**src/shared/cie_pkg.sv**
```systemverilog
/*
  Constants, register map and types for the core interrupt entry and exit
  logic. Assumes a 200 MHz core clock and a synchronous active-high reset.
*/
package cie_pkg;
  localparam int unsigned PRIO_W     = 8;
  localparam int unsigned ADDR_W     = 4;
  localparam int unsigned DATA_W     = 32;
  // **************************************************************
  // Register offsets
  // **************************************************************
  localparam logic [3:0] OFF_CTRL    = 4'h0; // enable and priorities
  localparam logic [3:0] OFF_VBASE   = 4'h1; // vector table base
  localparam logic [3:0] OFF_PSW     = 4'h2; // status word
  localparam logic [3:0] OFF_SAVED   = 4'h3; // saved priority and enable
  localparam logic [3:0] OFF_ISTACK  = 4'h4; // interrupt stack base
  localparam logic [3:0] OFF_SP      = 4'h5; // stack pointer
  localparam logic [3:0] OFF_RA      = 4'h6; // return address
  localparam logic [3:0] OFF_SYSCFG  = 4'h7; // system config
  localparam logic [3:0] OFF_ENTRYPC = 4'h8; // last handler address
  localparam logic [3:0] OFF_CMD     = 4'h9; // instruction commands
  // **************************************************************
  // Field positions
  // **************************************************************
  localparam int unsigned CTRL_CUR_LSB  = 0;
  localparam int unsigned CTRL_EN_BIT   = 15;
  localparam int unsigned CTRL_PEND_LSB = 16;
  localparam int unsigned SAV_EN_BIT    = 8;
  localparam int unsigned VB_SPACE_BIT  = 0;
  localparam int unsigned SYS_SAFE_BIT  = 0;
  localparam int unsigned CMD_ENABLE    = 0;
  localparam int unsigned CMD_DISABLE   = 1;
  localparam int unsigned CMD_BEGIN     = 2;
  localparam int unsigned CMD_RETURN    = 3;
  localparam int unsigned CMD_NOTRAP    = 4;
  localparam int unsigned CMD_MULTI     = 5;
  // **************************************************************
  // Status word values and reset values
  // **************************************************************
  localparam logic [1:0] PRIV_SUPER     = 2'h2;
  localparam logic [2:0] PROT_SET_ZERO  = 3'h0;
  localparam logic [6:0] CDC_LIMIT_64   = 7'h00;
  localparam logic [PRIO_W-1:0] PRIO_MAX = 8'hff;
  localparam logic [31:0] RST_WORD      = 32'h0000_0000;
  localparam int unsigned SHIFT_WIDE    = 5;
  localparam int unsigned SHIFT_NARROW  = 3;
  localparam int unsigned INSTR_CYCLES  = 2; // blocking length of instrs
  localparam int unsigned ENTRY_CYCLES  = 3; // length of handler entry

  typedef struct packed {
    logic       safety;
    logic [1:0] priv;
    logic [2:0] prot_set;
    logic       stack_in_use;
    logic       global_wr_allow;
    logic       cdc_on;
    logic [6:0] cdc;
  } cie_psw_t;
endpackage

```
**src/design/cie_core_irq.sv**
```systemverilog
/*
  Core interrupt entry and exit unit: accepts requests from the
  arbitration unit, acknowledges, updates status and control state,
  forms the handler address and restores state on return.
  Assumes the arbitration unit holds its request until acknowledged and
  software reaches registers over a plain strobe port.
*/
// The implementer's own choices: the plain strobed port and the address map.
`timescale 1ns/1ps
module cie_core_irq (
  input  wire logic                        clk_i,
  input  wire logic                        rst_i,
  input  wire logic                        irq_req_i,
  input  wire logic [cie_pkg::PRIO_W-1:0]  pend_prio_i,
  input  wire logic [31:0]                 cur_pc_i,
  input  wire logic [3:0]                  addr_i,
  input  wire logic [31:0]                 wdata_i,
  input  wire logic                        wr_i,
  input  wire logic                        rd_i,
  output logic [31:0]                      rdata_o,
  output logic                             irq_ack_o,
  output logic [cie_pkg::PRIO_W-1:0]       ack_prio_o,
  output logic                             pc_load_o,
  output logic [31:0]                      pc_value_o,
  output logic                             save_upper_o,
  output logic                             save_lower_o,
  output logic                             restore_upper_o
);
  // **************************************************************
  // State
  // **************************************************************
  typedef enum logic [1:0] {
    ST_IDLE,
    ST_ENTRY,
    ST_BUSY
  } cie_state_t;

  typedef struct packed {
    cie_state_t                 st;
    logic [1:0]                 cnt;
    logic                       en;
    logic [cie_pkg::PRIO_W-1:0] cur;
    logic [cie_pkg::PRIO_W-1:0] pend;
    logic                       sav_en;
    logic [cie_pkg::PRIO_W-1:0] sav_prio;
    logic [31:0]                vbase;
    logic [31:0]                istack;
    logic [31:0]                sp;
    logic [31:0]                ra;
    logic                       sys_safe;
    logic                       notrap;
    logic                       multi;
    cie_pkg::cie_psw_t          processor_status_word;
    logic [31:0]                rdata;
    logic                       ack;
    logic [cie_pkg::PRIO_W-1:0] ack_prio;
    logic                       pc_load;
    logic [31:0]                pc_val;
    logic                       sv_up;
    logic                       sv_lo;
    logic                       rs_up;
  } cie_regs_t;

  cie_regs_t q;
  cie_regs_t d;
  logic      accept;
  logic      defer;
  logic      ctrl_wr;
  logic [31:0] vec_addr;

  // Write of a control word counts as a control-modifying instruction
  assign ctrl_wr = wr_i && (addr_i == cie_pkg::OFF_CTRL);

  // Deferral sources
  assign defer = (q.st != ST_IDLE) || q.notrap || q.multi || ctrl_wr
              || (wr_i && addr_i == cie_pkg::OFF_CMD);

  cie_accept_gate u_gate (
    .req_i    (irq_req_i),
    .enable_i (q.en),
    .pend_i   (pend_prio_i),
    .cur_i    (q.cur),
    .defer_i  (defer),
    .accept_o (accept)
  );

  cie_vector_calc u_vec (
    .base_i (q.vbase),
    .prio_i (pend_prio_i),
    .addr_o (vec_addr)
  );

  // Read mux for the register port
  function automatic logic [31:0] rd_mux(input cie_regs_t r,
                                         input logic [3:0] a);
    logic [31:0] v;
    v = cie_pkg::RST_WORD;
    unique case (a)
      cie_pkg::OFF_CTRL: begin
        v[cie_pkg::CTRL_CUR_LSB +: cie_pkg::PRIO_W]  = r.cur;
        v[cie_pkg::CTRL_EN_BIT]                      = r.en;
        v[cie_pkg::CTRL_PEND_LSB +: cie_pkg::PRIO_W] = r.pend;
      end
      cie_pkg::OFF_VBASE:   v = r.vbase;
      cie_pkg::OFF_PSW:     v = {16'h0000, r.processor_status_word};
      cie_pkg::OFF_SAVED: begin
        v[cie_pkg::PRIO_W-1:0]      = r.sav_prio;
        v[cie_pkg::SAV_EN_BIT]      = r.sav_en;
      end
      cie_pkg::OFF_ISTACK:  v = r.istack;
      cie_pkg::OFF_SP:      v = r.sp;
      cie_pkg::OFF_RA:      v = r.ra;
      cie_pkg::OFF_SYSCFG:  v[cie_pkg::SYS_SAFE_BIT] = r.sys_safe;
      cie_pkg::OFF_ENTRYPC: v = r.pc_val;
      cie_pkg::OFF_CMD: begin
        v[cie_pkg::CMD_NOTRAP] = r.notrap;
        v[cie_pkg::CMD_MULTI]  = r.multi;
      end
      default:              v = cie_pkg::RST_WORD;
    endcase
    return v;
  endfunction

  // **************************************************************
  // Next-state logic
  // **************************************************************
  always_comb begin
    d         = q;
    d.ack     = 1'b0;
    d.pc_load = 1'b0;
    d.sv_up   = 1'b0;
    d.sv_lo   = 1'b0;
    d.rs_up   = 1'b0;
    d.pend    = pend_prio_i;
    d.rdata   = rd_i ? rd_mux(q, addr_i) : cie_pkg::RST_WORD;

    // Instruction or entry busy countdown
    unique case (q.st)
      ST_IDLE: begin
      end
      ST_ENTRY, ST_BUSY: begin
        if (q.cnt == 2'h0) begin
          d.st = ST_IDLE;
        end else begin
          d.cnt = q.cnt - 2'h1;
        end
      end
    endcase

    // Software register writes
    if (wr_i) begin
      unique case (addr_i)
        cie_pkg::OFF_CTRL: begin
          d.cur = wdata_i[cie_pkg::CTRL_CUR_LSB +: cie_pkg::PRIO_W];
          d.en  = wdata_i[cie_pkg::CTRL_EN_BIT];
        end
        cie_pkg::OFF_VBASE:  d.vbase    = wdata_i;
        cie_pkg::OFF_SAVED: begin
          d.sav_prio = wdata_i[cie_pkg::PRIO_W-1:0];
          d.sav_en   = wdata_i[cie_pkg::SAV_EN_BIT];
        end
        cie_pkg::OFF_ISTACK: d.istack   = wdata_i;
        cie_pkg::OFF_SP:     d.sp       = wdata_i;
        cie_pkg::OFF_SYSCFG: d.sys_safe = wdata_i[cie_pkg::SYS_SAFE_BIT];
        cie_pkg::OFF_CMD: begin
          d.notrap = wdata_i[cie_pkg::CMD_NOTRAP];
          d.multi  = wdata_i[cie_pkg::CMD_MULTI];
          if (wdata_i[cie_pkg::CMD_ENABLE] || wdata_i[cie_pkg::CMD_DISABLE]
              || wdata_i[cie_pkg::CMD_BEGIN]) begin
            d.st  = ST_BUSY;
            d.cnt = 2'(cie_pkg::INSTR_CYCLES - 1);
          end
          if (wdata_i[cie_pkg::CMD_ENABLE]) begin
            d.en = 1'b1;
          end
          if (wdata_i[cie_pkg::CMD_DISABLE]) begin
            d.en = 1'b0;
          end
          if (wdata_i[cie_pkg::CMD_BEGIN]) begin
            d.en    = 1'b1;
            d.cur   = wdata_i[cie_pkg::CTRL_PEND_LSB +: cie_pkg::PRIO_W];
            d.sv_lo = 1'b1;
          end
          if (wdata_i[cie_pkg::CMD_RETURN]) begin
            d.rs_up = 1'b1;
            d.cur   = q.sav_prio;
            d.en    = q.sav_en;
          end
        end
        default: begin
        end
      endcase
    end

    // Handler entry on acceptance
    if (accept) begin
      d.ack      = 1'b1;
      d.ack_prio = pend_prio_i;
      d.sv_up    = 1'b1;
      d.ra       = cur_pc_i;
      if (!q.processor_status_word.stack_in_use) begin
        d.sp = q.istack;
      end
      d.processor_status_word.stack_in_use    = 1'b1;
      d.processor_status_word.priv            = cie_pkg::PRIV_SUPER;
      d.processor_status_word.prot_set        = cie_pkg::PROT_SET_ZERO;
      d.processor_status_word.cdc             = cie_pkg::CDC_LIMIT_64;
      d.processor_status_word.cdc_on          = 1'b1;
      d.processor_status_word.safety          = q.sys_safe;
      d.processor_status_word.global_wr_allow = 1'b0;
      d.sav_en   = q.en;
      d.en       = 1'b0;
      d.sav_prio = q.cur;
      d.cur      = pend_prio_i;
      d.pc_load  = 1'b1;
      d.pc_val   = vec_addr;
      d.st       = ST_ENTRY;
      d.cnt      = 2'(cie_pkg::ENTRY_CYCLES - 1);
    end
  end

  // **************************************************************
  // State register
  // **************************************************************
  always_ff @(posedge clk_i) begin
    if (rst_i) begin
      q <= '0;
    end else begin
      q <= d;
    end
  end

  // Outputs straight from flip-flops
  assign rdata_o         = q.rdata;
  assign irq_ack_o       = q.ack;
  assign ack_prio_o      = q.ack_prio;
  assign pc_load_o       = q.pc_load;
  assign pc_value_o      = q.pc_val;
  assign save_upper_o    = q.sv_up;
  assign save_lower_o    = q.sv_lo;
  assign restore_upper_o = q.rs_up;
endmodule

```
**src/design/cie_vector_calc.sv**
```systemverilog
/*
  Handler address calculation from base and pending priority.
  Assumes purely combinational use inside the same clock domain.
*/
`timescale 1ns/1ps
module cie_vector_calc (
  input  wire logic [31:0]                 base_i,
  input  wire logic [cie_pkg::PRIO_W-1:0]  prio_i,
  output logic      [31:0]                 addr_o
);
  logic [31:0] base_clean;
  logic [31:0] prio_ext;
  // Base with bit 0 forced low, then OR in shifted priority
  always_comb begin
    base_clean = {base_i[31:1], 1'b0};
    prio_ext   = {24'h00_0000, prio_i};
    if (base_i[cie_pkg::VB_SPACE_BIT] == 1'b0) begin
      addr_o = base_clean | (prio_ext << cie_pkg::SHIFT_WIDE);
    end else begin
      addr_o = base_clean | (prio_ext << cie_pkg::SHIFT_NARROW);
    end
  end
endmodule

```
**src/design/cie_accept_gate.sv**
```systemverilog
/*
  Acceptance decision for a pending request.
  Assumes inputs come from logic on the same clock.
*/
`timescale 1ns/1ps
module cie_accept_gate (
  input  wire logic                        req_i,
  input  wire logic                        enable_i,
  input  wire logic [cie_pkg::PRIO_W-1:0]  pend_i,
  input  wire logic [cie_pkg::PRIO_W-1:0]  cur_i,
  input  wire logic                        defer_i,
  output logic                             accept_o
);
  // Strictly greater wins; 255 current blocks all by arithmetic
  always_comb begin
    accept_o = req_i && enable_i && (pend_i > cur_i) && !defer_i;
  end
endmodule

```
**config.mk**
```make
export PLATFORM = sky130hd
export DESIGN_NAME = cie_core_irq
export DESIGN_NICKNAME = d
export VERILOG_FILES = /design/src/shared/cie_pkg.sv /design/src/design/cie_core_irq.sv /design/src/design/cie_vector_calc.sv /design/src/design/cie_accept_gate.sv
export SDC_FILE = /design/constraint.sdc
export NUM_CORES = 1
export LEC_CHECK = 0
export BUFFER_PORTS_ARGS = -buffer_cell sky130_fd_sc_hd__buf_4
export CORE_ASPECT_RATIO = 1.5
export CORE_MARGIN = 1
export CORE_UTILIZATION = 55
export DETAILED_ROUTE_END_ITERATION = 10
export HOLD_SLACK_MARGIN = 0.02
export PLACE_DENSITY = 0.82
export SYNTH_ARGS = -nofsm -noshare
export SYNTH_HDL_FRONTEND = slang
export SYNTH_SLANG_ARGS = --single-unit
```
**constraint.sdc**
```tcl
create_clock -name clk_i -period 4.7 [get_ports clk_i]
set_input_delay 0.94 -clock clk_i [delete_from_list [all_inputs] [get_ports clk_i]]
set_output_delay 0.94 -clock clk_i [all_outputs]
set_load 0.005 [all_outputs]
```
==> impl_results.md <==
- Fraction of layout instances using a drive strength above 1: 17.8%
- Kind of cell adding the most delay to the critical path: compound AO/OA/AOI/OAI gates
- Std-Cell Rows: 61
- Fraction of synthesized area in multiplexers: 3.77%
- Deepest clock path buffer count: 3
- Sort of element at the start of the critical path: input port
- First-pass GRT wire length: 49.3 mm
- Number of synthesized flops with an enable pin: 0
- Final #Nets: 1381
- Number of remaining DRC errors: 0
- Critical path origin: pend_prio_i[3]
- DP Cell Count: 1519
- Global Route Usage Sum: 32.5%
- Number of routed nets with antenna violations: 0
- Endpoint of the most critical setup path: pc_value_o[7]
- Sum Neg Setup Slack: 0 ps
- Dpl cell area: 0.0112 mm^2
- Worst-case clock skew: 26.0 ps
- Worst slack after detailed placement: 910 ps
- Compound-cell area share of the yosys netlist: 21.5%
- WP data required: 5070 ps
- Cell accounting for the most synthesized area: dfxtp_1
- Count of state elements after synthesis: 237
- Largest stage delay, worst path: 880 ps
- GRT met2 Usage: 55.2%
- Cell area after technology mapping: 0.0104 mm^2
- Instance count on the critical path: 8
- Final std cell area, no fill: 0.0119 mm^2
- DR WL/cell: 20.4 um
- Detailed placement HPWL: 20.7 mm
- Net count after synthesis: 1350
- GPL Wtd Cong: 0.962
- Number of buffers and inverters on the critical path: 1
- Cells traversed along the worst timing path: buf_4 > ha_1 > nand2_1 > o21bai_1 > a211oi_1 > o21ai_4 > a2111oi_0 > nor3_1
- Max FO, Critical Path: 45
- Average footprint of a synthesized cell: 8.26 um^2
- Number of gates resized after cts: 0
- Primary FF master, synth: dfxtp_1
- # IOs: 158
- Largest net degree at the start of global routing: 79
- Number of H-tree levels: 1
- Areal power density over the cells: 354 mW/mm^2
- GR Layer Usage met3: 5.16%
- Gate count of the mapped netlist: 1260
- Die height: 170 um
- Final Worst Setup Slack: 1400 ps
- Data arrival, critical path: 3670 ps
- Layout Cells excl Fill: 1558
- Utilization after layout: 64.2%
- Post-synth ARST share: 0%
- Biggest area contributors in the synthesized netlist: dfxtp_1 46%, nand2_1 10%, a21oi_1 7.2%
- CTS Sinks: 237
- Synthesized-area fraction occupied by and/or/nand/nor cells: 18.0%
- Clock Latency Late Sink: 510 ps
- Overall via count from detail_route: 9584
- Met1 routing resource usage after global routing: 39.3%
- Dominant combinational cell family by area after synthesis: compound AO/OA/AOI/OAI gates
- Headroom to the max-slew limit: 20.2%
- Worst min-delay path category: flop to flop
- Cell chosen for the clock root: clkbuf_16
- Final Max Tran Viols: 0
- Share of the synthesized area in the top cell type: 45.6%
- Floorplan die width: 114 um
- Antenna violations before repair: 0
- Routed WL: 31.7 mm
- Number of buffers added for setup after CTS: 0
- Number of global-route vias before repair: 9064
- Highest attainable clock frequency: 303 MHz
- Total congestion overflow: 0
- Number of buffers inserted during clock tree synthesis: 22
- Crit. End Element: flop
- TritonCTS clock tree: yes
- Crit path max-delay cell type: a2111oi_0
- Post-route clock period utilization: 70.3%
- Logic depth of the worst register-to-register path: 8
- Sequential area share after synthesis: 45.6%
- Leakage power: 4.42 nW
- FILL cells: 1610
- Number of hold-repair buffers added at the cts stage: 0
- Result of the run: finished clean
- Reg-to-reg slack, setup: 1490 ps
- Number of detailed-routing iterations run before antenna repair: 8
- Synth-to-Final Area Change: 14.3%
- Register area: 0.00474 mm^2
- Post-Synth Adder-Cell Area: 1.08%
- Total of buffers placed on input and output ports: 156
- Die Outline Area: 0.0195 mm^2
- Clock transition at path regs: 60 ps
- Share of the synthesized netlist area taken by xor and xnor gates: 0.240%
- Most frequent cells after synthesis: 280 x nand2_1, 237 x dfxtp_1, 149 x a21oi_1
- Antenna diode instance count: 0
- Peak supply drop: 0.268 mV
- Warnings, synthesis: 0
- Worst reg2reg path startpoint: q[244]
- Destination of the worst register-to-register timing path: pc_value_o[7]
- Worst-Margin Slew: 1190 ps
- Starting density of the core: 56.1%
- Finish-stage setup viols: 0
- Max Cap Violations: 0
- Most frequently used cell type in the post-synthesis netlist: nand2_1
- Floorplan Core Area: 0.0185 mm^2
- Final-layout worst hold slack: 456 ps
- Per-cell via count in the routed design: 6.15
- Post-route total power: 4.21 mW
- Number of distinct library cells after synthesis: 53
- RSZ-0062 raised after global routing: false
- Shortest period the worst path allows: 3300 ps
- Area taken by multi-input logic gates: 0.00468 mm^2
- Start-to-end type of the worst setup path: input port to flop
- Number of hold-slack violations in the final timing report: 0
- Most crowded layer after global routing: met2
- Initial detailed-routing violation count: 978
==> sequential cells by signal (all words and copies together), names as in the netlist <==
register / flops
rdata_o: 32
irq_ack_o: 1
pc_value_o: 31
save_lower_o: 1
ack_prio_o: 8
restore_upper_o: 1
q: 163
==> cell families (layout without fill, tap and decap cells) <==
family / count (synthesis) / count (layout)
adders and majority gates: 9 / 9
xor gates and xnor gates: 2 / 2
AOI/OAI and AO/OA: 345 / 345
buffers and inverters: 186 / 232
muxes: 39 / 39
DFF: 237 / 237
and+or+nand+nor: 441 / 441
other: 1 / 1
==> worst register-to-register path, delay by kind of cell, from the launching register on <==
kind	cells	cell delay (ps)
adders and majority gates	1	290
DFF	1	390
AOI/OAI and AO/OA	4	2180
and+or+nand+nor	2	150
buffers and inverters	1	90
==> per-layer routing <==
metal	vias to the layer above	wire, um
met5	-	0
met4	0	1440
met3	96	2850
met2	546	15800
met1	4550	11700
li1	4392	-
==> worst min path at each step <==
stage / start / endpoint / slack [ps] / cells after the start
final: q[122] / q[122] / 460 / 2
after global placement: q[116] / q[116] / 440 / 2
after global routing: ack_prio_o[3] / ack_prio_o[3] / 480 / 2
after floorplan: ack_prio_o[2] / ack_prio_o[2] / 430 / 2
after detailed placement: q[122] / q[122] / 450 / 2
after CTS: q[122] / q[122] / 460 / 2
==> cell usage in the layout, fill, tap and decap left out, types with 9 or more instances in the layout <==
master     netlist  final
nor3_1          15     13
nor2b_1         13     13
nor2_1          76     74
a311oi_1         9      9
a31oi_1         31     31
nand3_1         22     22
nand2_1        280    280
mux2i_1         37     37
clkbuf_16        0     23
buf_4           77    178
a22oi_1         69     69
a211oi_1        40     40
a222oi_1        11     11
ha_1             9      9
inv_1           13     13
dfxtp_1        237    237
a21oi_1        149    149
==> where the power goes <==
group | switching (mW) | internal [mW] | total [mW] | leakage, nW
logic | 0.198 | 0.116 | 0.314 | 2.14
registers | 0.0314 | 2.05 | 2.08 | 1.92
clock network | 0.755 | 1.06 | 1.82 | 0.361
==> final cells by class <==
class	count	share of cell area, %
Sequential cell	237	39.9
Multi-Input combinational cell	837	39.3
Timing Repair Buffer	180	11.5
Clock buffer	34	5.77
Tap cell	252	2.65
Clock inverter	5	0.463
Inverter	13	0.410
Power figures use the tool's default switching activity.
